--- config.mk ---
export PLATFORM = sky130hd
export DESIGN_NAME = sssm_monitor
export DESIGN_NICKNAME = d
export VERILOG_FILES = /design/src/rtl/sssm_pkg.sv /design/src/rtl/sssm_monitor.sv
export SDC_FILE = /design/constraint.sdc
export NUM_CORES = 2
export LEC_CHECK = 0
export ABC_AREA = 1
export BUFFER_PORTS_ARGS = -buffer_cell sky130_fd_sc_hd__buf_2
export CORE_MARGIN = 4
export CORE_UTILIZATION = 60
export DETAILED_ROUTE_END_ITERATION = 7
export GPL_TIMING_DRIVEN = 0
export MAX_ROUTING_LAYER = met4
export PLACE_DENSITY = 0.78
export SYNTH_ARGS = -nofsm -noshare
export SYNTH_HDL_FRONTEND = slang
export SYNTH_SLANG_ARGS = --single-unit
--- constraint.sdc ---
create_clock -name sys_clk -period 16.4 [get_ports sys_clk]
set_clock_uncertainty 0.05 [all_clocks]
set_input_delay 3.28 -clock sys_clk [delete_from_list [all_inputs] [get_ports sys_clk]]
set_output_delay 3.28 -clock sys_clk [all_outputs]
set_load 0.02 [all_outputs]
--- src/rtl/sssm_pkg.sv ---
// sssm_pkg: constants for the safe stop and speed cap monitor
// assumes one 40 MHz clock; speeds are signed rpm, timers count ms
package sssm_pkg;
   localparam int CLK_FREQ_HZ   = 40_000_000;
   localparam int MON_CYCLE_US  = 1000;
   localparam int MON_CYCLE_CYC = MON_CYCLE_US * (CLK_FREQ_HZ / 1_000_000);
   // register byte offsets
   localparam logic [7:0] A_CTRL   = 8'h00;
   localparam logic [7:0] A_SHUT   = 8'h04;
   localparam logic [7:0] A_RAMP   = 8'h08;
   localparam logic [7:0] A_RTIME  = 8'h0C;
   localparam logic [7:0] A_STILL  = 8'h10;
   localparam logic [7:0] A_BCUT   = 8'h14;
   localparam logic [7:0] A_CAPCFG = 8'h18;
   localparam logic [7:0] A_LVL0   = 8'h1C;
   localparam logic [7:0] A_STAT   = 8'h2C;
   localparam logic [7:0] A_CLAMP  = 8'h30;
   // monitoring mode codes
   localparam logic [1:0] MODE_RAMP  = 2'h1;
   localparam logic [1:0] MODE_ACCEL = 2'h3;
   // values after reset
   localparam logic [1:0]  RST_MODE      = MODE_RAMP;
   localparam logic [15:0] RST_SHUT_RPM  = 16'h000A;
   localparam logic [15:0] RST_ASHUT_RPM = 16'h0000;
   localparam logic [15:0] RST_REF_RPM   = 16'h05DC;
   localparam logic [15:0] RST_RDLY_MS   = 16'h00FA;
   localparam logic [15:0] RST_RMON_MS   = 16'h2710;
   localparam logic [15:0] RST_STILL_RPM = 16'h0014;
   localparam logic [15:0] RST_STILL_MS  = 16'h0004;
   localparam logic [15:0] RST_TOL_RPM   = 16'h012C;
   localparam logic [31:0] RST_BCUT_MS   = 32'h000927C0;
   localparam logic [7:0]  RST_CAP_PCT   = 8'h50;
   localparam logic [15:0] RST_CDLY_MS   = 16'h0064;
   localparam logic [3:0]  RST_CAP_RESP  = 4'h0;
   localparam logic [15:0] RST_LVL_RPM   = 16'h07D0;
   localparam logic [23:0] PCT_DIV       = 24'h000064;
   typedef enum logic [2:0] {
      S_IDLE, S_DELAY, S_RAMP, S_ACCEL, S_CUT, S_CDELAY, S_CRAMP, S_CAPON
   } sssm_state_type;
endpackage : sssm_pkg

--- src/rtl/sssm_monitor.sv ---
// sssm_monitor: safe stop with ramp or accel watch, plus four-level speed cap
// assumes speed and selects come from logic on sys_clk; APB3 slave, no waits
//
// Overview of operation
// in safe stop, cut torque at shutdown speed
// enable bit gates all extended functions
// mode code 1 ramp watch, code 3 accel
// ramp slope from reference speed and time
// configurable ramp delay, default 250 ms
// ramp starts after delay from captured setpoint
// flag high while safe stop active
// flag high while ramp or accel watch runs
// cut torque on standstill or shutdown speed
// accel threshold tracks speed plus tolerance
// accel threshold lowered down to shutdown speed
// accel cut on shutdown speed or timeout
// selecting speed cap brakes on quick stop ramp
// cap mode 3 no ramp, 1 ramp watch
// four cap levels, selected one is limit
// without safety fieldbus use level one only; capLevel still selects any of the four levels here
// clamp setpoint to level times percent
// cap select delay only without ramp watch
// per-level response: 0 cut, 1 brake
// flag high while speed cap active
// evaluate once per monitoring cycle, speed magnitude
`timescale 1ns/1ps
module sssm_monitor
   import sssm_pkg::*;
#(
   parameter int TICK_CYC = MON_CYCLE_CYC
) (
   // clock and reset
   input  wire logic               sys_clk,
   input  wire logic               rst_b,
   // apb slave
   input  wire logic               psel,
   input  wire logic               penable,
   input  wire logic               pwrite,
   input  wire logic [7:0]         paddr,
   input  wire logic [31:0]        pwdata,
   output logic      [31:0]        prdata,
   output logic                    pready,
   output logic                    pslverr,
   // control system side
   input  wire logic signed [15:0] measSpeed,
   input  wire logic signed [15:0] speedSetpoint,
   input  wire logic               stopSelect,
   input  wire logic               capSelect,
   input  wire logic [1:0]         capLevel,
   // drive side
   output logic                    torqueCut,
   output logic                    quickStopRamp,
   output logic                    stopOneActive,
   output logic                    rampOrAccelActive,
   output logic                    speedCapActive,
   output logic signed [15:0]      clampedSetpoint
);
   sssm_state_type state_reg, state_next;
   logic        fnEnable_reg;
   logic [1:0]  mode_reg;
   logic [15:0] shutSpd_reg, accShut_reg, refSpd_reg, rampDly_reg, rampMon_reg;
   logic [15:0] stillSpd_reg, stillMs_reg, tol_reg, capDly_reg;
   logic [31:0] brakeCut_reg;
   logic [7:0]  capPct_reg;
   logic [3:0]  capResp_reg;
   logic [15:0] level_reg [4];
   logic [15:0] tickCnt_reg;
   logic        tick_reg;
   logic [31:0] timer_reg;
   logic [15:0] stillCnt_reg;
   logic [15:0] thr_reg, startSpd_reg;
   logic [16:0] acc_reg;
   logic        capFault_reg;
   logic [15:0] absSpeed, absSet, level, capLim, trackThr;
   logic [23:0] capProd;
   logic [31:0] timerInc;
   logic        stopReq, stillMet, atShut, wrEn, rdPhase, mapped;
   logic [31:0] rdData;

   // apb: registered answer, one access cycle, no wait states
   assign wrEn    = psel & penable & pready & pwrite;
   assign rdPhase = psel & ~penable;
   always_comb begin
      mapped = 1'b1;
      rdData = 32'h00000000;
      case (paddr)
         A_CTRL:   rdData = {28'h0000000, 1'b0, mode_reg, fnEnable_reg};
         A_SHUT:   rdData = {accShut_reg, shutSpd_reg};
         A_RAMP:   rdData = {rampDly_reg, refSpd_reg};
         A_RTIME:  rdData = {stillMs_reg, rampMon_reg};
         A_STILL:  rdData = {tol_reg, stillSpd_reg};
         A_BCUT:   rdData = brakeCut_reg;
         A_CAPCFG: rdData = {capDly_reg, 4'h0, capResp_reg, capPct_reg};
         A_STAT:   rdData = {thr_reg, 9'h000, capFault_reg, state_reg,
                             speedCapActive, rampOrAccelActive, stopOneActive};
         A_CLAMP:  rdData = {16'h0000, clampedSetpoint};
         default: begin
            mapped = 1'b0;
            for (int i = 0; i < 4; i++) begin
               if (paddr == A_LVL0 + 8'(4 * i)) begin
                  mapped = 1'b1;
                  rdData = {16'h0000, level_reg[i]};
               end
            end
         end
      endcase
   end

   always_ff @(posedge sys_clk or negedge rst_b) begin
      if (!rst_b) begin
         pready  <= 1'b0;
         prdata  <= 32'h00000000;
         pslverr <= 1'b0;
      end else begin
         pready  <= rdPhase;
         pslverr <= rdPhase & ~mapped;
         if (rdPhase)
            prdata <= pwrite ? 32'h00000000 : rdData;
      end
   end

   always_ff @(posedge sys_clk or negedge rst_b) begin
      if (!rst_b) begin
         fnEnable_reg <= 1'b0;
         mode_reg     <= RST_MODE;
         shutSpd_reg  <= RST_SHUT_RPM;
         accShut_reg  <= RST_ASHUT_RPM;
         refSpd_reg   <= RST_REF_RPM;
         rampDly_reg  <= RST_RDLY_MS;
         rampMon_reg  <= RST_RMON_MS;
         stillSpd_reg <= RST_STILL_RPM;
         stillMs_reg  <= RST_STILL_MS;
         tol_reg      <= RST_TOL_RPM;
         brakeCut_reg <= RST_BCUT_MS;
         capPct_reg   <= RST_CAP_PCT;
         capDly_reg   <= RST_CDLY_MS;
         capResp_reg  <= RST_CAP_RESP;
      end else if (wrEn) begin
         case (paddr)
            A_CTRL: begin
               fnEnable_reg <= pwdata[0];
               // only codes 1 and 3 are kept
               if (pwdata[2:1] == MODE_RAMP || pwdata[2:1] == MODE_ACCEL)
                  mode_reg <= pwdata[2:1];
            end
            A_SHUT: begin
               shutSpd_reg <= pwdata[15:0];
               accShut_reg <= pwdata[31:16];
            end
            A_RAMP: begin
               refSpd_reg  <= pwdata[15:0];
               rampDly_reg <= pwdata[31:16];
            end
            A_RTIME: begin
               // zero time would make the ramp divider step on every cycle
               if (pwdata[15:0] != 16'h0000)
                  rampMon_reg <= pwdata[15:0];
               stillMs_reg <= pwdata[31:16];
            end
            A_STILL: begin
               stillSpd_reg <= pwdata[15:0];
               tol_reg      <= pwdata[31:16];
            end
            A_BCUT: brakeCut_reg <= pwdata;
            A_CAPCFG: begin
               capPct_reg  <= pwdata[7:0];
               capResp_reg <= pwdata[11:8];
               capDly_reg  <= pwdata[31:16];
            end
            default: ;
         endcase
      end
   end

   // one register per cap level
   for (genvar g = 0; g < 4; g++) begin : gLvl
      always_ff @(posedge sys_clk or negedge rst_b) begin
         if (!rst_b)
            level_reg[g] <= RST_LVL_RPM;
         else if (wrEn && paddr == A_LVL0 + 8'(4 * g))
            level_reg[g] <= pwdata[15:0];
      end
   end

   // monitoring cycle enable
   always_ff @(posedge sys_clk or negedge rst_b) begin
      if (!rst_b) begin
         tickCnt_reg <= 16'h0000;
         tick_reg    <= 1'b0;
      end else begin
         tick_reg    <= (tickCnt_reg == 16'(TICK_CYC - 1));
         tickCnt_reg <= (tickCnt_reg == 16'(TICK_CYC - 1)) ? 16'h0000
                        : tickCnt_reg + 16'h0001;
      end
   end

   // magnitudes; -32768 maps to 32768 unsigned
   assign absSpeed = measSpeed[15] ? 16'(-measSpeed) : 16'(measSpeed);
   assign absSet   = speedSetpoint[15] ? 16'(-speedSetpoint) : 16'(speedSetpoint);
   // level chosen by the party outside; other levels still work
   assign level    = level_reg[capLevel];
   assign capProd  = level * capPct_reg;
   assign capLim   = 16'(capProd / PCT_DIV);
   assign timerInc = timer_reg + 32'h00000001;
   assign atShut   = absSpeed <= shutSpd_reg;
   assign stillMet = stillCnt_reg >= stillMs_reg;
   // brake response turns a cap fault into a stop request
   assign stopReq  = stopSelect | (capFault_reg & capResp_reg[capLevel]);
   // candidate threshold, saturating
   assign trackThr = (17'(absSpeed) + 17'(tol_reg) > 17'h0FFFF) ? 16'hFFFF
                     : absSpeed + tol_reg;

   always_comb begin
      state_next = state_reg;
      case (state_reg)
         S_IDLE: begin
            if (stopReq)
               state_next = (mode_reg == MODE_ACCEL) ? S_ACCEL : S_DELAY;
            else if (capSelect)
               state_next = S_CDELAY;
         end
         S_DELAY: begin
            if (!stopReq)
               state_next = S_IDLE;
            else if (atShut || stillMet)
               state_next = S_CUT;
            // ramp watch waits out the delay
            else if (timerInc >= 32'(rampDly_reg))
               state_next = S_RAMP;
         end
         S_RAMP: begin
            if (!stopReq)
               state_next = S_IDLE;
            // shutdown speed or standstill ends the stop
            else if (atShut || stillMet || absSpeed > thr_reg)
               state_next = S_CUT;
         end
         S_ACCEL: begin
            if (!stopReq)
               state_next = S_IDLE;
            // first of speed or timeout wins
            else if (atShut || timerInc >= brakeCut_reg)
               state_next = S_CUT;
            else if (absSpeed > thr_reg && absSpeed > accShut_reg)
               state_next = S_CUT;
         end
         S_CUT: begin
            if (!stopSelect && !capFault_reg)
               state_next = S_IDLE;
         end
         S_CDELAY: begin
            if (stopReq)
               state_next = S_IDLE;
            else if (!capSelect)
               state_next = S_IDLE;
            // select delay only without ramp watch
            else if (mode_reg == MODE_ACCEL && timerInc >= 32'(capDly_reg))
               state_next = S_CAPON;
            else if (mode_reg == MODE_RAMP && timerInc >= 32'(rampDly_reg))
               state_next = S_CRAMP;
         end
         S_CRAMP: begin
            if (stopReq || !capSelect)
               state_next = S_IDLE;
            else if (absSpeed > thr_reg)
               state_next = S_CUT;
            else if (absSpeed <= level)
               state_next = S_CAPON;
         end
         S_CAPON: begin
            if (stopReq || !capSelect)
               state_next = S_IDLE;
            // immediate response cuts at once
            else if (absSpeed > level && !capResp_reg[capLevel])
               state_next = S_CUT;
         end
         default: state_next = S_IDLE;
      endcase
   end

   // disable forces idle at once; otherwise moves only on ticks
   always_ff @(posedge sys_clk or negedge rst_b) begin
      if (!rst_b)
         state_reg <= S_IDLE;
      else if (!fnEnable_reg)
         state_reg <= S_IDLE;
      else if (tick_reg)
         state_reg <= state_next;
   end

   always_ff @(posedge sys_clk or negedge rst_b) begin
      if (!rst_b)
         capFault_reg <= 1'b0;
      else if (!fnEnable_reg || !capSelect)
         capFault_reg <= 1'b0;
      else if (tick_reg && state_reg == S_CAPON && absSpeed > level)
         capFault_reg <= 1'b1;
   end

   always_ff @(posedge sys_clk or negedge rst_b) begin
      if (!rst_b)
         timer_reg <= 32'h00000000;
      else if (tick_reg)
         timer_reg <= (state_next != state_reg) ? 32'h00000000 : timerInc;
   end

   // standstill must hold for the standstill time
   always_ff @(posedge sys_clk or negedge rst_b) begin
      if (!rst_b)
         stillCnt_reg <= 16'h0000;
      else if (tick_reg) begin
         if (absSpeed >= stillSpd_reg)
            stillCnt_reg <= 16'h0000;
         else if (!stillMet)
            stillCnt_reg <= stillCnt_reg + 16'h0001;
      end
   end

   // setpoint captured at selection
   always_ff @(posedge sys_clk or negedge rst_b) begin
      if (!rst_b)
         startSpd_reg <= 16'h0000;
      else if (tick_reg && state_reg == S_IDLE)
         startSpd_reg <= absSet;
   end

   // threshold engine; ramp falls at most 1 rpm per cycle, so steep ramps are capped
   always_ff @(posedge sys_clk or negedge rst_b) begin
      if (!rst_b) begin
         thr_reg <= 16'h0000;
         acc_reg <= 17'h00000;
      end else if (tick_reg) begin
         if (state_reg == S_IDLE) begin
            thr_reg <= trackThr;
            acc_reg <= 17'h00000;
         end else if (state_reg == S_DELAY || state_reg == S_CDELAY) begin
            thr_reg <= startSpd_reg;
         end else if (state_reg == S_RAMP || state_reg == S_CRAMP) begin
            // slope is reference speed over monitor time
            if (acc_reg + 17'(refSpd_reg) >= 17'(rampMon_reg)) begin
               acc_reg <= acc_reg + 17'(refSpd_reg) - 17'(rampMon_reg);
               if (thr_reg != 16'h0000)
                  thr_reg <= thr_reg - 16'h0001;
            end else begin
               acc_reg <= acc_reg + 17'(refSpd_reg);
            end
         end else if (state_reg == S_ACCEL) begin
            // follow speed down, never below shutdown speed
            if (trackThr < thr_reg)
               thr_reg <= (trackThr < shutSpd_reg) ? shutSpd_reg : trackThr;
            else if (thr_reg < shutSpd_reg)
               thr_reg <= shutSpd_reg;
         end
      end
   end

   // outputs track the state the register is about to take
   sssm_state_type stNx;
   assign stNx = !fnEnable_reg ? S_IDLE : (tick_reg ? state_next : state_reg);
   always_ff @(posedge sys_clk or negedge rst_b) begin
      if (!rst_b) begin
         torqueCut         <= 1'b0;
         quickStopRamp     <= 1'b0;
         stopOneActive     <= 1'b0;
         rampOrAccelActive <= 1'b0;
         speedCapActive    <= 1'b0;
      end else begin
         torqueCut         <= stNx == S_CUT;
         // brake on quick stop ramp after stop or cap select
         quickStopRamp     <= stNx inside {S_DELAY, S_RAMP, S_ACCEL, S_CDELAY, S_CRAMP};
         // stop flag
         stopOneActive     <= stNx inside {S_DELAY, S_RAMP, S_ACCEL};
         // watch flag
         rampOrAccelActive <= stNx inside {S_RAMP, S_ACCEL, S_CRAMP};
         // cap flag
         speedCapActive    <= stNx == S_CAPON;
      end
   end

   // clamp keeps the sign of the setpoint
   always_ff @(posedge sys_clk or negedge rst_b) begin
      if (!rst_b)
         clampedSetpoint <= 16'sh0000;
      else if (stNx inside {S_CDELAY, S_CRAMP, S_CAPON} && absSet > capLim)
         clampedSetpoint <= speedSetpoint[15] ? 16'(-capLim) : capLim;
      else
         clampedSetpoint <= speedSetpoint;
   end
endmodule : sssm_monitor

After elaboration in Yosys (flattened, before gate mapping)
Cells that the tools add are included.
Storage, ports and cells
  register bits after elaboration: 428
  bits of input ports: 81
  output and inout bits: 55
Operators by class
  add/sub/neg operators: 11
  $mul: 1
  divide/modulo/power cells: 1
  order comparisons: 18
  eq/ne operators: 36
  multiplexer cells: 64
  bitwise operators: 10
  reductions and logical operators: 51
Operator list (count)
  16-bit two-way mux: 20
  32-bit case mux with 9 select lines: 1
  32-bit two-way mux: 5
  17-bit two-way mux: 4
  3-bit two-way mux: 22
  32-bit by 16-bit greater-or-equal comparator with 1-bit output: 2
  16-bit greater-than comparator: 4
  16-bit less-than comparator: 3
  16-bit negation: 3
  8-bit by 6-bit equality test with 1-bit output, second input constant: 5
  16-bit by 1-bit adder with 16-bit output, second input constant: 2
  32-bit by 1-bit adder with 32-bit output, second input constant: 1
  16-bit binary-select mux with 2-bit select: 1
  8-bit by 5-bit equality test with 1-bit output, second input constant: 4
  16-bit greater-or-equal comparator: 2
  32-bit greater-or-equal comparator: 1
  16-bit <= comparator: 2
  16-bit nonzero test: 2
  24-bit by 7-bit divider with 24-bit output, second input constant: 1
  3-bit equality test, second input constant: 8
  16-bit by 8-bit multiplier with 24-bit output: 1
  3-bit case mux with 8 select lines: 1
  16-bit by 16-bit adder with 17-bit output: 1
  17-bit by 16-bit adder with 17-bit output: 1
  other kinds (38): 95

Depth between registers and ports, before layout
  word-level depth: 15
  mapped depth: 132

Worst setup path after synthesis
No wires, ideal clock.
  path type: input -> register
  start: input capLevel[0]
  end: register clampedSetpoint[15]
  library setup time: 0.113 ns
  arrival: 16.230 ns
  required time: 16.237 ns
  setup slack: 0.007 ns
  cell stages on the path: 112
  path buffers: 2
  cell sequence: inv_1 -> clkbuf_1 -> buf_1 -> nand2_1 -> o211ai_1 -> nand2_1 -> inv_1 -> nand2_1 -> fa_1 -> inv_1 -> fa_1 -> fa_1 -> inv_1 -> fa_1 -> inv_1 -> ha_1 -> nand2_1 -> inv_1 -> [76 not listed] -> nand2_4 -> nand3_2 -> nand2_4 -> inv_1 -> ha_1 -> nor2_1 -> nor2_1 -> o21a_1 -> o221ai_1 -> nand2_1 -> a221oi_1 -> nand2_1 -> inv_1 -> nand2_1 -> o21ai_0 -> nand3b_1 -> nand2_1 -> inv_1
On the way
  word-level cells in the longest chain between the ends: 15
  elaborated cells on any way between the ends: 37
  classes of those cells: add/sub: 1; mul: 1; div: 1; order compare: 3; eq/ne: 3; mux: 20; bitwise: 3; reduce/logical: 5
Ends and longest elaborated chain
  start, declared: RTL line sssm_monitor.sv:49  | input wire logic [1:0] capLevel,
  parallel branches: the longest is 14 deep, another holds 16-bit by 8-bit multiplier with 24-bit output
  16-bit two-way mux *: RTL line sssm_monitor.sv:384  | else if (stNx inside {S_CDELAY, S_CRAMP, S_CAPON} && absSet > capLim)
  end signal, assigned: RTL line sssm_monitor.sv:385  | clampedSetpoint <= speedSetpoint[15] ? 16'(-capLim) : capLim;
  end signal, assigned: RTL line sssm_monitor.sv:387  | clampedSetpoint <= speedSetpoint;
  end, declared: RTL line sssm_monitor.sv:56  | output logic signed [15:0] clampedSetpoint
Every way passes the cells marked *. The select of a mux whose other input is x is not followed.
A chain may end at the register's enable or synchronous reset.

Worst setup path after layout
  start: input capLevel[0]
  end: register clampedSetpoint[1]
Same word-level chain as after synthesis.

==> results by stage <==
Detailed routing:
- In this run, the number of DRC markers left after iteration 0 of detailed routing was around 4300.
- The pre-antenna-repair detailed-routing pass consisted of 7 iterations.
- The total routed wirelength is between 100000 and 150000 um.
- The number of routed nets with antenna violations is 0.
- For this run, design rule violations remaining after detail routing come to 0.
- The routed via count divided by cell count is between 6 and 7.
- Detailed routing inserted a total of approximately 36000 vias.
- The routed length per placed instance is 22.4 um.

Clock network:
- The clock tree from TritonCTS is done.
- After clock tree synthesis, the clock-pin slew on the worst setup and hold paths is about 0.06 ns.
- The clock sink count is approximately 430.
- The clock passes through at most 3 buffers.
- CTS built an H-tree with a depth of 2.
- The tree is rooted in a clkbuf_16.
- The number of clock buffers added by TritonCTS is 49.
- The latest clock arrival within the worst-skew pair is roughly 0.63 ns.

GRT:
- In the global route stage, met3 resource usage came out at around 8.6%.
- The first global-routing pass estimated approximately 190000 um of wire.
- The global-route total usage across every layer is about 40%.
- Summed over all layers, the global routing overflow is 0.
- For met1 alone, demand over resource in global routing was between 50% and 60%.
- The highest-utilization routing layer at the global route stage is met2.
- The global-route track usage on met2 is roughly three fifths.
- The via count of the first global-routing pass was between 30000 and 40000.
- The initial antenna violation count was 17.
- Entering global routing, the biggest net connects approximately 110 pins.

STA:
- The part of the cycle the worst path needs is 105%.
- Headroom to the max-slew limit came out at between 6 and 7%.
- Setup violations remaining at the end of the flow were counted as 16.
- Setup repair after global routing could not meet its margin everywhere.
- Once routing completed, OpenROAD measured the worst setup slack at -0.893 ns.
- The number of endpoints with negative hold slack in the final report is 0.
- The worst path in the final design needs a cycle of about 17 ns, including I/O delays and setup.
- The final max-slew violation count was 0.
- After routing, the total negative slack on setup checks comes to -13.30 ns.
- Timing would allow up to just under 0.06 GHz.
- The transition time of the tightest slew-check pin is approximately 1.4 ns.

Place:
- Detailed placement finished with a half-perimeter wire length of 95300 um.
- The placed instances occupy a cell area of approximately 0.037 sq mm.
- The placer's final routability congestion estimate is 1.05.
- Input and output buffers added on the ports amount to ~130.

Floorplanning:
- Measured along the x axis, the die boundary spans 250 um.
- The floorplan step defined a die boundary enclosing around 0.062 sq mm.
- The number of placement rows is 88.
- The starting utilization of the core area is 60.7%.
- After floorplanning, the core was sized to cover 0.0578 sq mm.
- The total I/O pin count is ~140.
- The die is 250 um tall.

Final layout:
- The layout overhead on the synthesized area is 20.1%.
- The multi-input combinational cells in the finished layout cover a total of between 0.02 and 0.025 sq mm.
- The post-route netlist has between 10% and 20% of its cells at a drive strength greater than 1.
- The library cells used most frequently in the layout, excluding fill and tap cells, are 858 x nand2_1, 650 x inv_1, 423 x o21ai_0.
- After filler insertion, the fill cell instance count of the layout stands at 4446.
- Registers take roughly 0.011 sq mm.
- For this run, the post-layout net count is about 5500.
- The flip-flop count of the largest register, all copies and words added is 64.
- The library cell used most frequently in the layout, excluding fill and tap cells, is nand2_1.
- The area of all placed cells without fillers is 0.0422 sq mm.

Worst setup path:
- For the worst flop-to-flop path, the logic depth is roughly 100.
- On the critical path the largest part of the delay comes from simple AND/OR/NAND/NOR gates.
- The critical path contains buffers and inverters numbering 15 combined.
- The cell with the largest stage delay on the worst path is fa_1.
- The worst setup path is launched from an input port.
- The stage delay of the slowest cell on the critical path is 0.56 ns.
- The critical path's most frequent cell is nand2_4.
- The worst setup slack for register-to-register paths is 1.30 ns.
- Along the worst path, the maximum fanout reaches 6.
- For the worst setup path, the data required time is roughly 17 ns.
- STA classifies the critical path endpoint as a flop.
- The total number of cells along the worst setup path is between 100 and 150.
- The startpoint-to-endpoint class of the critical path is in -> reg.
- The signal arrival time at the worst endpoint is ~18 ns.

Synthesis:
- In the synthesized netlist the async set-or-reset flop fraction comes to 100%.
- The post-synth design cell area is about 0.035 sq mm.
- Sequential elements use between 30% and 40% of the synthesized area.
- After synthesis, the mean cell area works out to 7.55 sq um.
- The post-synthesis cell count is 4652.
- The number of flops mapped to enable cells by yosys is 0.
- After synthesis the netlist holds a flip-flop and latch count of ~430.
- The number of different library cells used by synthesis comes to 71.
- The number of nets produced by synthesis is roughly 5100.
- Among all flip-flop cells after synthesis, the most frequent one is dfrtp_1.
- The warning count from the yosys run is 0.

Power and ir drop:
- Power spread over the standard cell area amounts to between 70 and 80 mW/mm^2.
- The power consumption is roughly 3000 uW.
- The leakage component of the power is approximately 0.021 uW.
- The worst-case IR drop observed on VDD is 0.0726 mV.

Status:
- The flow ran to the end, but the final reports show violations.
- The checks that failed: negative setup slack.

Flow run:
- The tool flagged a number of max-cap violations equal to 0.

Min path:
- The path class of the tightest hold or removal check is reg -> reg.
- Along the worst hold path, the cell count comes to 1.
synth_stat cells (all sizes together), types with 23 or more instances:
cell	n	area share [%]
nand2	1072	13
xor2	99	2.5
nand3	203	3.1
inv	708	7.6
o21ai	480	6.9
dfstp	65	4.9
fa	87	5.0
ha	320	11
o211ai	33	0.71
a221oi	44	1.1
nand4	68	1.4
o22ai	44	0.78
clkbuf	133	1.4
nor2	371	4.2
dfrtp	363	26
a21oi	208	3.0
nor4	25	0.45
nor3	50	0.74
xnor2	23	0.57
report_power, final:
part	leakage [uW]	internal (uW)	switching, uW	total (uW)
Sequential	0.00534	1060	11.0	1070
Clock	0.000875	721	493	1210
Combinational	0.0149	274	467	742
per-stage QoR:
step                utilization [%]  cells  hold WS (ns)  setup WS [ns]
floorplan                         -   4652         0.383        0.00735
global placement               63.5   5549         0.407          -2.87
detailed placement             63.8   5554         0.411          -3.12
CTS                            70.8   5776         0.425       0.000330
global route                   73.0   5844         0.433          -1.61
finish                         73.0   5844         0.422         -0.893
path summary, 6_finish.rpt:
| check | to | from |
|---|---|---|
| max | clampedSetpoint[1]$_DFF_PN0_ | capLevel[0] |
| min | tickCnt_reg[15]$_DFF_PN0_ | tickCnt_reg[15]$_DFF_PN0_ |
| max reg2reg | clampedSetpoint[1]$_DFF_PN0_ | capPct_reg[4]$_DFFE_PN1P_ |
| min reg2reg | tickCnt_reg[15]$_DFF_PN0_ | tickCnt_reg[15]$_DFF_PN0_ |
| max in group asynchronous | stillCnt_reg[10]$_DFFE_PN0P_ | rst_b |
| min in group asynchronous | acc_reg[12]$_DFFE_PN0P_ | rst_b |
timing repair:
action | in CTS | in global routing
setup buffers | 129 | 53
cloned | 2 | 1
endpoints found under the hold margin | 0 | 0
endpoints found under the setup margin | 16 | 16
hold buffers | 0 | 0
gates resized for setup | 339 | 199
pin swaps | 173 | 144
kinds of logic after synthesis:
group | Yosys count | share of synthesized area (%)
simple gates | 1813 | 23.1
flops | 428 | 30.7
xor+xnor | 122 | 3.07
mux | 14 | 0.449
buf+inv | 863 | 9.24
compound gates | 1005 | 17.0
fa+ha+maj | 407 | 16.4
final cells by class:
class / count / share of cell area, %
Antenna cell: 15 / 0.0890
Buffer: 138 / 1.48
Clock buffer: 67 / 3.35
Clock inverter: 25 / 0.863
Inverter: 724 / 6.53
Multi-Input combinational cell: 3361 / 54.3
Sequential cell: 428 / 25.6
Tap cell: 765 / 2.27
Timing Repair Buffer: 321 / 5.47
routing by layer:
layer	up-vias	routed length (um)
met3	585	14800
met5	-	0
met4	0	9600
met1	17159	48900
met2	2259	57300
li1	16271	-
(Power assumes the default switching activity.)
